<file path="src/shared/utrbd_pkg.sv">
package utrbd_pkg;
  // register offsets on the three-bit address
  localparam logic [2:0] ADDR_HOLD = 3'h0; // holding regs, divisor low
  localparam logic [2:0] ADDR_IEN  = 3'h1; // irq enable, divisor high
  localparam logic [2:0] ADDR_IFC  = 3'h2; // irq source rd, fifo ctl wr
  localparam logic [2:0] ADDR_LCTL = 3'h3;
  localparam logic [2:0] ADDR_LSTS = 3'h5;
  // values after reset
  localparam logic [7:0]  LCTL_RST = 8'h00;
  localparam logic [7:0]  IEN_RST  = 8'h00;
  localparam logic [7:0]  FCTL_RST = 8'h00;
  localparam logic [15:0] DIV_RST  = 16'h0001;
  // field positions
  localparam int LCTL_DLAB  = 7;
  localparam int LCTL_BRK   = 6;
  localparam int LCTL_STICK = 5;
  localparam int LCTL_EVEN  = 4;
  localparam int LCTL_PEN   = 3;
  localparam int LCTL_STOP  = 2;
  localparam int FCTL_EN    = 0;
  localparam int FCTL_RXRST = 1;
  localparam int FCTL_TXRST = 2;
  localparam int IEN_RXD    = 0;
  localparam int IEN_THRE   = 1;
  // cycle and tick counts
  localparam logic [3:0] BIT_LAST  = 4'hF; // 16 ticks per bit
  localparam logic [3:0] SAMPLE_AT = 4'h7; // eighth tick = bit centre
  localparam int TICKS_PER_BIT = 16;
  localparam int WL_BASE   = 5;
  localparam int TMO_WORDS = 4;
  localparam int TMO_BITS  = 12;
  // irq source codes
  localparam logic [3:0] SRC_NONE = 4'h1;
  localparam logic [3:0] SRC_THRE = 4'h2;
  localparam logic [3:0] SRC_RXD  = 4'h4;
  localparam logic [3:0] SRC_TMO  = 4'hC;
  // one receive fifo entry: three error tags and the byte
  typedef struct packed {
    logic       brk;
    logic       frm;
    logic       par;
    logic [7:0] data;
  } utrbd_rx_s;
  typedef enum logic [2:0] {
    TX_IDLE = 3'b000, TX_START = 3'b001, TX_DATA = 3'b010,
    TX_PAR = 3'b011, TX_STOP = 3'b100
  } utrbd_tx_e;
  typedef enum logic [2:0] {
    RX_IDLE = 3'b000, RX_START = 3'b001, RX_DATA = 3'b010,
    RX_PAR = 3'b011, RX_STOP = 3'b100
  } utrbd_rx_e;
endpackage

</file>
<file path="src/design/utrbd_top.sv">
// Operation
// - divide by sixteen-bit divisor, one to max
// - sixteen ticks of sampling clock per bit
// - each bit lasts sixteen ticks, shifter steps
// - start, data, optional parity, stop bits
// - data leaves least significant bit first
// - holding write pushes into transmit fifo
// - holding empty set on move to shifter
// - holding empty raises enabled transmit interrupt
// - transmitter empty once shifter fully drained
// - fifo mode: holding empty when fifo empty
// - fifo mode: empty needs fifo and shifter
// - falling edge, eight ticks, confirm start low
// - later bits sampled centred, sixteen ticks apart
// - parity, framing, break shown in status
// - receive fifo sixteen entries of eleven bits
// - holding read pops, tags follow new head
// - holding register shows oldest character
// - data interrupt per character or trigger
// - fifo mode: timeout after four words plus twelve bits
// - receive interrupts need enable bit zero
`timescale 1ns/1ps
module utrbd_top
  import utrbd_pkg::*;
#(
  parameter int TX_DEPTH = 16,
  parameter int RX_DEPTH = 16
) (
  // clock and reset
  input  wire logic       clk,
  input  wire logic       rst,
  // host register port
  input  wire logic [2:0] addr,
  input  wire logic       wrStrobe,
  input  wire logic       rdStrobe,
  input  wire logic [7:0] wrData,
  output logic      [7:0] rdData,
  // serial line and interrupt
  input  wire logic       rxd,
  output logic            txd,
  output logic            irq
);
  localparam int TW = $clog2(TX_DEPTH);
  localparam int RW = $clog2(RX_DEPTH);
  localparam logic [TW:0] TX_FULL = (TW+1)'(TX_DEPTH);
  localparam logic [RW:0] RX_FULL = (RW+1)'(RX_DEPTH);

  // parity bit from running xor of the data bits
  function automatic logic parBit(input logic [7:0] lc, input logic acc);
    if (lc[LCTL_STICK]) parBit = !lc[LCTL_EVEN];
    else parBit = lc[LCTL_EVEN] ? acc : !acc;
  endfunction

  logic [7:0]  lctl_q, ien_q, fctl_q, rdData_q;
  logic [15:0] div_q, baudCnt_q;
  logic        txd_q, irq_q, ovr_q, tmo_q;

  // register decode; divisor latch shadows offsets zero and one
  wire dlab   = lctl_q[LCTL_DLAB];
  wire fifoEn = fctl_q[FCTL_EN];
  wire wrHold = wrStrobe && addr == ADDR_HOLD && !dlab;
  wire rdHold = rdStrobe && addr == ADDR_HOLD && !dlab;
  wire wrDivL = wrStrobe && addr == ADDR_HOLD && dlab;
  wire wrDivH = wrStrobe && addr == ADDR_IEN && dlab;
  wire wrIen  = wrStrobe && addr == ADDR_IEN && !dlab;
  wire wrFctl = wrStrobe && addr == ADDR_IFC;
  wire wrLctl = wrStrobe && addr == ADDR_LCTL;
  wire rdLsts = rdStrobe && addr == ADDR_LSTS;
  // toggling fifo mode also flushes, so stale depth never leaks over
  wire modeChg = wrFctl && wrData[FCTL_EN] != fifoEn;
  wire txRst  = wrFctl && (wrData[FCTL_TXRST] || modeChg);
  wire rxRst  = wrFctl && (wrData[FCTL_RXRST] || modeChg);

  // control registers
  always_ff @(posedge clk) begin
    if (rst) begin
      lctl_q <= LCTL_RST;
      ien_q  <= IEN_RST;
      fctl_q <= FCTL_RST;
      div_q  <= DIV_RST;
    end else begin
      if (wrLctl) lctl_q <= wrData;
      if (wrIen) ien_q <= {4'h0, wrData[3:0]};
      if (wrFctl) fctl_q <= {wrData[7:6], 2'b00, wrData[3], 2'b00, wrData[0]};
      if (wrDivL) div_q[7:0] <= wrData;
      if (wrDivH) div_q[15:8] <= wrData;
    end
  end

  // sampling tick; a zero divisor is treated as one
  wire [15:0] divM1 = (div_q == 16'h0000) ? 16'h0000 : div_q - 16'h0001;
  wire tick = baudCnt_q >= divM1;
  always_ff @(posedge clk) begin
    if (rst || wrDivL || wrDivH || tick) baudCnt_q <= 16'h0000;
    else baudCnt_q <= baudCnt_q + 16'h0001;
  end

  // transmit fifo; depth one without fifo mode
  logic [7:0]  txMem [TX_DEPTH];
  logic [TW-1:0] txWr_q, txRd_q;
  logic [TW:0] txCnt_q;
  utrbd_tx_e   txState_q;
  logic [3:0]  txTk_q;
  logic [2:0]  txBit_q;
  logic [7:0]  txSh_q;
  logic        txPar_q, txStop_q;
  wire [TW:0] txLimit = fifoEn ? TX_FULL : (TW+1)'(1);
  wire txFull = txCnt_q >= txLimit;
  wire txPush = wrHold && !txFull;
  // load only on a tick so the start bit gets all sixteen ticks
  wire txPop  = txState_q == TX_IDLE && txCnt_q != '0 && !txRst && tick;
  always_ff @(posedge clk) begin
    if (txPush) txMem[txWr_q] <= wrData;
  end
  always_ff @(posedge clk) begin
    if (rst || txRst) begin
      txWr_q  <= '0;
      txRd_q  <= '0;
      txCnt_q <= '0;
    end else begin
      if (txPush) txWr_q <= txWr_q + TW'(1);
      if (txPop) txRd_q <= txRd_q + TW'(1);
      txCnt_q <= txCnt_q + (TW+1)'(txPush) - (TW+1)'(txPop);
    end
  end

  // transmit shifter
  wire [2:0] dataLast = 3'(WL_BASE - 1) + {1'b0, lctl_q[1:0]};
  wire txBitEnd = tick && txTk_q == BIT_LAST;
  always_ff @(posedge clk) begin
    if (rst || txState_q == TX_IDLE) txTk_q <= 4'h0;
    else if (tick) txTk_q <= txTk_q + 4'h1;
  end
  always_ff @(posedge clk) begin
    if (rst) begin
      txState_q <= TX_IDLE;
      txBit_q   <= 3'h0;
      txSh_q    <= 8'h00;
      txPar_q   <= 1'b0;
      txStop_q  <= 1'b0;
    end else begin
      case (txState_q)
        TX_IDLE: if (txPop) begin
          txState_q <= TX_START;
          txSh_q    <= txMem[txRd_q];
          txPar_q   <= 1'b0;
        end
        TX_START: if (txBitEnd) begin
          txState_q <= TX_DATA;
          txBit_q   <= 3'h0;
        end
        TX_DATA: if (txBitEnd) begin
          txSh_q   <= {1'b0, txSh_q[7:1]};
          txPar_q  <= txPar_q ^ txSh_q[0];
          txBit_q  <= txBit_q + 3'h1;
          txStop_q <= lctl_q[LCTL_STOP];
          if (txBit_q == dataLast)
            txState_q <= lctl_q[LCTL_PEN] ? TX_PAR : TX_STOP;
        end
        TX_PAR: if (txBitEnd) txState_q <= TX_STOP;
        TX_STOP: if (txBitEnd) begin
          if (txStop_q) txStop_q <= 1'b0;
          else txState_q <= TX_IDLE;
        end
        default: txState_q <= TX_IDLE;
      endcase
    end
  end
  wire txLine = lctl_q[LCTL_BRK] ? 1'b0 :
                txState_q == TX_START ? 1'b0 :
                txState_q == TX_DATA ? txSh_q[0] :
                txState_q == TX_PAR ? parBit(lctl_q, txPar_q) : 1'b1;
  // holding empty once byte left; fifo empty
  wire thre = txCnt_q == '0;
  wire temt = thre && txState_q == TX_IDLE;

  // receive line synchroniser and edge
  logic rxS1_q, rxS2_q, rxPrev_q;
  always_ff @(posedge clk) begin
    if (rst) begin
      rxS1_q   <= 1'b1;
      rxS2_q   <= 1'b1;
      rxPrev_q <= 1'b1;
    end else begin
      rxS1_q   <= rxd;
      rxS2_q   <= rxS1_q;
      rxPrev_q <= rxS2_q;
    end
  end
  wire rxFall = rxPrev_q && !rxS2_q;

  // receive shifter
  utrbd_rx_e rxState_q;
  logic [3:0] rxTk_q;
  logic [2:0] rxBit_q;
  logic [7:0] rxSh_q;
  logic       rxPar_q, rxPerr_q;
  wire rxSamp = tick && rxTk_q == SAMPLE_AT;
  wire rxStore = rxState_q == RX_STOP && rxSamp;
  wire [7:0] rxAlign = rxSh_q >> (3'h3 - {1'b0, lctl_q[1:0]});
  always_ff @(posedge clk) begin
    if (rst || rxState_q == RX_IDLE) rxTk_q <= 4'h0;
    else if (tick) rxTk_q <= rxTk_q + 4'h1;
  end
  always_ff @(posedge clk) begin
    if (rst) begin
      rxState_q <= RX_IDLE;
      rxBit_q   <= 3'h0;
      rxSh_q    <= 8'h00;
      rxPar_q   <= 1'b0;
      rxPerr_q  <= 1'b0;
    end else begin
      case (rxState_q)
        RX_IDLE: if (rxFall) rxState_q <= RX_START;
        RX_START: if (rxSamp) begin
          rxState_q <= rxS2_q ? RX_IDLE : RX_DATA;
          rxBit_q   <= 3'h0;
          rxPar_q   <= 1'b0;
          rxPerr_q  <= 1'b0;
        end
        RX_DATA: if (rxSamp) begin
          rxSh_q  <= {rxS2_q, rxSh_q[7:1]};
          rxPar_q <= rxPar_q ^ rxS2_q;
          rxBit_q <= rxBit_q + 3'h1;
          if (rxBit_q == dataLast)
            rxState_q <= lctl_q[LCTL_PEN] ? RX_PAR : RX_STOP;
        end
        RX_PAR: if (rxSamp) begin
          rxPerr_q  <= rxS2_q != parBit(lctl_q, rxPar_q);
          rxState_q <= RX_STOP;
        end
        RX_STOP: if (rxSamp) rxState_q <= RX_IDLE;
        default: rxState_q <= RX_IDLE;
      endcase
    end
  end
  utrbd_rx_s rxWord;
  assign rxWord = '{brk: !rxS2_q && rxAlign == 8'h00, frm: !rxS2_q,
                    par: rxPerr_q, data: rxAlign};

  // two-entry buffer ahead of the fifo; when it fills, words overrun
  utrbd_rx_s  skMem [2];
  logic       skWr_q, skRd_q;
  logic [1:0] skCnt_q;
  wire skInReady = skCnt_q != 2'h2;
  wire skOutValid = skCnt_q != 2'h0;
  wire skIn = rxStore && skInReady;
  logic [RW:0] rxCnt_q;
  wire [RW:0] rxLimit = fifoEn ? RX_FULL : (RW+1)'(1);
  wire rxFull = rxCnt_q >= rxLimit;
  wire skOut = skOutValid && !rxFull;
  always_ff @(posedge clk) begin
    if (skIn) skMem[skWr_q] <= rxWord;
  end
  always_ff @(posedge clk) begin
    if (rst || rxRst) begin
      skWr_q  <= 1'b0;
      skRd_q  <= 1'b0;
      skCnt_q <= 2'h0;
    end else begin
      skWr_q  <= skWr_q ^ skIn;
      skRd_q  <= skRd_q ^ skOut;
      skCnt_q <= skCnt_q + 2'(skIn) - 2'(skOut);
    end
  end

  utrbd_rx_s rxMem [RX_DEPTH];
  logic [RW-1:0] rxWr_q, rxRd_q;
  wire rxPop = rdHold && rxCnt_q != '0;
  wire rxNe = rxCnt_q != '0;
  utrbd_rx_s head;
  assign head = rxMem[rxRd_q];
  always_ff @(posedge clk) begin
    if (skOut) rxMem[rxWr_q] <= skMem[skRd_q];
  end
  always_ff @(posedge clk) begin
    if (rst || rxRst) begin
      rxWr_q  <= '0;
      rxRd_q  <= '0;
      rxCnt_q <= '0;
    end else begin
      if (skOut) rxWr_q <= rxWr_q + RW'(1);
      if (rxPop) rxRd_q <= rxRd_q + RW'(1);
      rxCnt_q <= rxCnt_q + (RW+1)'(skOut) - (RW+1)'(rxPop);
    end
  end

  // overrun sticks until status read; a new one wins over the clear
  wire ovrSet = rxStore && !skInReady;
  always_ff @(posedge clk) begin
    if (rst) ovr_q <= 1'b0;
    else ovr_q <= ovrSet || (ovr_q && !rdLsts);
  end

  // timeout: ticks for four words plus twelve bits
  wire [9:0] tmoLim = 10'((TMO_WORDS * (WL_BASE + int'(lctl_q[1:0]))
                      + TMO_BITS) * TICKS_PER_BIT - 1);
  logic [9:0] tmoCnt_q;
  always_ff @(posedge clk) begin
    if (rst || !rxNe || rxStore || rdHold) tmoCnt_q <= 10'h000;
    else if (tick && tmoCnt_q != tmoLim) tmoCnt_q <= tmoCnt_q + 10'h001;
  end
  wire tmoSet = fifoEn && rxNe && tick && tmoCnt_q == tmoLim - 10'h001;
  always_ff @(posedge clk) begin
    if (rst) tmo_q <= 1'b0;
    else tmo_q <= tmoSet || (tmo_q && !rdHold && rxNe);
  end

  // trigger level for data interrupt
  wire [RW:0] trigLvl = fctl_q[7:6] == 2'h0 ? (RW+1)'(1) :
                        fctl_q[7:6] == 2'h1 ? (RW+1)'(4) :
                        fctl_q[7:6] == 2'h2 ? (RW+1)'(8) : (RW+1)'(14);
  wire rxReady = fifoEn ? rxCnt_q >= trigLvl : rxNe;
  // gated by bit zero; transmit by bit one
  wire [3:0] srcCode = (ien_q[IEN_RXD] && tmo_q) ? SRC_TMO :
                       (ien_q[IEN_RXD] && rxReady) ? SRC_RXD :
                       (ien_q[IEN_THRE] && thre) ? SRC_THRE : SRC_NONE;
  // head tags shown in status bits two to four
  wire [7:0] lineSts = {1'b0, temt, thre, head.brk && rxNe,
                        head.frm && rxNe, head.par && rxNe, ovr_q, rxNe};
  wire [7:0] rdMux =
    addr == ADDR_HOLD ? (dlab ? div_q[7:0] : head.data) :
    addr == ADDR_IEN  ? (dlab ? div_q[15:8] : ien_q) :
    addr == ADDR_IFC  ? {fifoEn, fifoEn, 2'b00, srcCode} :
    addr == ADDR_LCTL ? lctl_q :
    addr == ADDR_LSTS ? lineSts : 8'h00;

  // registered outputs
  always_ff @(posedge clk) begin
    if (rst) begin
      rdData_q <= 8'h00;
      txd_q    <= 1'b1;
      irq_q    <= 1'b0;
    end else begin
      if (rdStrobe) rdData_q <= rdMux;
      txd_q <= txLine;
      irq_q <= srcCode != SRC_NONE;
    end
  end
  assign rdData = rdData_q;
  assign txd = txd_q;
  assign irq = irq_q;
endmodule

</file>
<file path="config.mk">
export PLATFORM = sky130hd
export DESIGN_NAME = utrbd_top
export DESIGN_NICKNAME = d
export VERILOG_FILES = /design/src/shared/utrbd_pkg.sv /design/src/design/utrbd_top.sv
export SDC_FILE = /design/constraint.sdc
export NUM_CORES = 1
export LEC_CHECK = 0
export ABC_AREA = 1
export BUFFER_PORTS_ARGS = -buffer_cell sky130_fd_sc_hd__buf_2
export CORE_MARGIN = 3
export CORE_UTILIZATION = 30
export CTS_CLUSTER_DIAMETER = 100
export DETAILED_ROUTE_END_ITERATION = 8
export PLACE_DENSITY = 0.5
export SLEW_MARGIN = 20
export SYNTH_ARGS = -nofsm -noshare
export SYNTH_HDL_FRONTEND = slang
export SYNTH_SLANG_ARGS = --single-unit
</file>
<file path="constraint.sdc">
create_clock -name clk -period 5.15 [get_ports clk]
set_clock_uncertainty 0.15 [all_clocks]
set_input_delay 0.2575 -clock clk [delete_from_list [all_inputs] [get_ports clk]]
set_output_delay 0.2575 -clock clk [all_outputs]
set_load 0.005 [all_outputs]
</file>
[After elaboration in Yosys (flattened, before gate mapping)]
Memory sizes are Yosys's and may differ from the RTL's. A register that Yosys moved wholly into a read port is not among the register bits.
Index checks and enable logic that the tools add are counted.
Storage, ports and cells
  RAM bits: 326
  logic and storage cells: 272
  bits in registers: 143
  memories: 3
  output and inout bits: 10
Operators by class
  shift operators: 1
  eq/ne operators: 37
  $add $sub $neg: 23
  order comparisons: 4
  reductions and logical operators: 90
  bitwise gates (word level): 4
  muxes and demuxes: 74
Memory list
  rxMem: depth 16, bits a word 11, rd ports 1, clocked after memory_dff 1, write ports 1, RTL line utrbd_top.sv:267  | utrbd_rx_s rxMem [RX_DEPTH];
  txMem: depth 16, bits a word 8, rd ports 1, clocked after memory_dff 1, write ports 1, RTL line utrbd_top.sv:99  | logic [7:0] txMem [TX_DEPTH];
  skMem: depth 2, bits a word 11, rd ports 1, clocked after memory_dff 1, write ports 1, RTL line utrbd_top.sv:242  | utrbd_rx_s skMem [2];
Operator list (number)
  two-way mux 8 bit: 8
  two-way mux 3 bit: 19
  logical AND 1 bit: 41
  case mux 3 bit (5 select lines): 2
  two-way mux 4 bit: 7
  != test 2 bit, second input constant: 14
  two-way mux 1 bit: 26
  adder 4 x 1 -> 4 bit, second input constant: 6
  subtractor 10 x 1 -> 10 bit, second input constant: 2
  equality test 3 x 2 -> 1 bit, second input constant: 6
  adder 16 x 1 -> 16 bit, second input constant: 1
  >= comparator 16 bit: 1
  zero test 16 bit: 1
  two-way mux 16 bit: 1
  case mux 8 bit (2 select lines): 1
  subtractor 16 x 1 -> 16 bit, second input constant: 1
  AND reduction 3 bit: 5
  logical OR 1 bit: 14
  zero test 1 bit: 12
  case mux 3 bit (2 select lines): 2
  nonzero test 2 bit: 6
  adder 10 x 1 -> 10 bit, second input constant: 1
  adder 5 x 1 -> 5 bit: 2
  equality test 10 bit: 1
  other kinds (34): 53

[Logic depth before layout (Yosys ltp)]
  depth in word-level cells: 12
  depth in mapped cells: 27

[Worst setup path after synthesis]
OpenSTA, ideal clock, no wires.
  path kind: reg2reg
  start: register div_q[0]
  end: register txCnt_q[4]
  path slack: 1126 ps
  buffers on the path: 1
  required time: 4930 ps
  data arrival time: 3804 ps
  library setup time: 70 ps
  clock period less this slack: 4024 ps
  cell stages (with the launch flop): 28
  cell sequence: dfxtp_1 > inv_1 > nand2_1 > nor3_2 > nand2_1 > inv_1 > nand2_1 > inv_1 > nand2_1 > nor3_1 > nand2_1 > xor2_1 > nand2_1 > ha_1 > a21oi_1 > o21ai_1 > nor2_2 > nand2_4 > buf_12 > nand2_4 > inv_1 > ha_1 > inv_1 > ha_1 > fa_1 > a211oi_1 > o21ai_0 > a21oi_1
Between the ends
  cells in the longest elaborated chain, start to end: 5
  elaborated cells between the ends (all ways): 6
Ends and longest elaborated chain
  start: declaration: RTL line utrbd_top.sv:55  | logic [15:0] div_q, baudCnt_q;
  start signal: assignment: RTL line utrbd_top.sv:85  | if (wrDivL) div_q[7:0] <= wrData;
  subtractor 16 x 1 -> 16 bit or zero test 16 bit (tied branches): RTL line utrbd_top.sv:91  | wire [15:0] divM1 = (div_q == 16'h0000) ? 16'h0000 : div_q - 16'h0001;
  two-way mux 16 bit (*): RTL line utrbd_top.sv:91
  >= comparator 16 bit (*): RTL line utrbd_top.sv:92  | wire tick = baudCnt_q >= divM1;
  logical AND 1 bit (*): RTL line utrbd_top.sv:111  | wire txPop = txState_q == TX_IDLE && txCnt_q != '0 && !txRst && tick;
  via txPop: RTL line utrbd_top.sv:111
  subtractor 5 x 1 -> 5 bit (*): RTL line utrbd_top.sv:123  | txCnt_q <= txCnt_q + (TW+1)'(txPush) - (TW+1)'(txPop);
  end signal: assignment: RTL line utrbd_top.sv:123
  end: declaration: RTL line utrbd_top.sv:101  | logic [TW:0] txCnt_q;
Mark *: on every way through the listed nets, which the timed path passes. The rest lies on a longest branch.
A chain may end at the register's enable or synchronous reset.

[Worst setup path after layout]
  start: register div_q[2]
  end: register txCnt_q[4]
The elaborated chain is that of the path after synthesis.

==> results.ini <==
[floorplanning]
io-pin-count=26
chipWidth_um=272
row_count=96
fp.dieH_um=272
die_area_um2=73800
initial_core_util_pct=30.6
coreArea_um2=69300

[routing]
dr.first_iter.drc_count=1110
num_vias=15200
ant_nets=0
wl_per_cell_um=17.2
firstDrtPassIters=7
totalWireLength_um=53100
vias_per_cell=4.90
route.detailed.drc=0

[logic_synthesis]
synth_cells=2106
yosys_warnings=0
synth_fp_nets=2189
yosysUniqueCellTypes=55
yosysTopAreaCell=edfxtp_1
synth_top_area_share_pct=46.2
synth-edff-count=326
synthArstFlopShare_pct=0
ys_seq_area_share_pct=60.4
ys_seq_elements=476
synth-main-ff-cell=edfxtp_1
avgSynthCellArea_um2=10.1
synth_area_leaders=edfxtp_1 (46%), dfxtp_1 (14%), o21ai_0 (5.7%)
syn-cell-area_um2=21200

[clock_network]
clk_path_buf_depth=3
clock_latency_ps=610
root_buffer=clkbuf_16
h-tree-depth=2
cts_made_buffers=50
cts_tree=done
clk_pin_slew_worst_paths_ps=60
clkSinkCount=476

[setup_path]
cp-start-kind=flop
endpoint_kind=flop
cpMostUsedCell=nand2_1
worstSetupPathType=reg2reg
critPathBufInv=4
cp.arrival_ps=4740
path_delay_family=simple AND/OR/NAND/NOR gates
max_stage_delay_ps=410
critPathRequiredTime_ps=5530
slowest_stage=fa_1
cp_max_fo=9

[timing]
clock.fmax_ghz=0.229
hold_viol=0
finalSetupTns_ps=0
holdWs_ps=26.0
rsz0062_at_grt=false
max_slew_margin_pct=21.6
min_period_ps=4360
drv_slew=0
setup_viol=0
worst_slew_pin_slew_ps=1170
min_period_over_period_pct=84.7

[finish]
area_growth_pct=13.3
fin_nets=2209
fin_cells=3093
diodes=0
final_core_util_pct=34.6
final_layout_size_suffix_gt1_share_pct=8.19

[place]
place_congestion=0.848
detailed_place_hpwl_um=34100
dp_cells=2995
numPortBuffers=25

[power_and_ir_drop]
max-vdd-ir-drop_mv=0.285
p_leak_nw=8.46
p_per_area_nw_per_um2=424

[grt]
globalRouteOverflowTotal=0
antenna_found_initial=1
grt_max_degree=92
grt_pass1_wl_um=83100
grt_pass1_vias=14600
grt_usage_pct=14.2

[status]
status=completed

[flow_run]
cap_violations=0

[min_path]
min_path_type=in2reg

==> power by group <==
part           switching (mW)  internal [mW]
clock                    1.49           2.14
combinational            1.42          0.606
sequential              0.131           4.37
total                    3.05           7.11
==> kinds of logic after synthesis <==
family                     share of synthesized area [%]
and+or+nand+nor                                     16.3
DFF                                                 60.4
xor gates and xnor gates                            1.28
AOI/OAI and AO/OA                                   12.6
buffers and inverters                               5.06
adders and majority gates                           4.03
muxes                                              0.378
==> cells in the mapped netlist (3+ instances only) <==
cell,number
dfxtp_1,150
o21ai_0,241
ha_1,65
nand4_1,14
edfxtp_1,326
nor3_2,3
o221ai_1,31
or2_1,4
clkinv_1,3
nand3_2,3
buf_4,4
nor2_1,298
mux2i_1,8
a21oi_1,133
o22ai_1,14
nor2_2,7
a31oi_1,4
nand2_1,273
o211ai_1,34
buf_2,33
xor2_1,20
clkbuf_1,49
o21ai_1,3
nor3b_2,5
nor4_1,7
nor3_1,20
nor3b_1,7
nand2_4,6
nand3_1,109
o21a_1,3
o21bai_1,3
inv_2,9
inv_1,162
xnor2_1,11
o2111ai_1,3
or2_2,14
==> worst reg2reg max path, delay by kind of cell, from the launching register on <==
family	cells	cell delay (ps)
and+or+nand+nor	12	1290
adders and majority gates	4	1200
AOI/OAI and AO/OA	5	820
DFF	1	350
buffers and inverters	4	340
xor gates and xnor gates	1	130
==> layer usage <==
metal,vias to the layer above,share of wire (%),track usage (%)
met3,68,4.9,2.06
met1,7327,46,19.5
met5,-,0.024,0
met2,403,46,23.3
li1,7369,-,-
met4,2,2.3,4.01
==> worst paths after layout <==
kind | from | end | slack (ps) | cells past startpoint
worst max register to register | div_q[2] | txCnt_q[4] | 790 | 26
worst min register to register | rxS1_q | rxS2_q | 260 | 1
worst max-delay path | div_q[2] | txCnt_q[4] | 790 | 26
worst min-delay path | wrData[0] | txMem[14][0] | 30 | 1
==> layout make-up <==
type | count | area [um^2]
Multi-Input combinational cell | 1366 | 7330
Inverter | 175 | 659
Clock buffer | 66 | 1340
Fill cell | 6969 | 45300
Sequential cell | 476 | 12800
Clock inverter | 22 | 314
Timing Repair Buffer | 57 | 390
Tap cell | 931 | 1160
==> flip-flops by register name, summed over array words and instances (netlist names), 8 cells and up, named ones only <==
name       count
baudCnt_q     16
div_q         16
lctl_q         8
rdData         8
rxMem        176
rxSh_q         8
skMem         22
tmoCnt_q      10
txMem        128
txSh_q         8
==> repair_timing <==
item	4_1_cts	5_1_grt
hold buffers	10	0
hold endpoints to repair	64	0
resized for setup	0	0
setup buffers	0	0
==> through the flow <==
step | cell area, um^2 | worst slack (ps) | total power [mW]
detailed placement | 22200 | 808 | 6.62
finish | 24000 | 790 | 10.2
global placement | 22200 | 929 | 6.57
global route | 24000 | 309 | 10.7
floorplan | 21200 | 1130 | 5.98
CTS | 24000 | 771 | 10.3
==> cells in the final DEF, fill, tap and decap left out, drive strengths merged, types with 65 or more instances in the layout <==
cell type / Yosys / routed
edfxtp: 326 / 326
nor2: 307 / 307
nand2: 281 / 281
o21ai: 244 / 244
inv: 171 / 170
dfxtp: 150 / 150
a21oi: 135 / 135
nand3: 112 / 112
clkbuf: 49 / 66
ha: 65 / 65
Note: power is estimated with default switching activity, not from simulation.
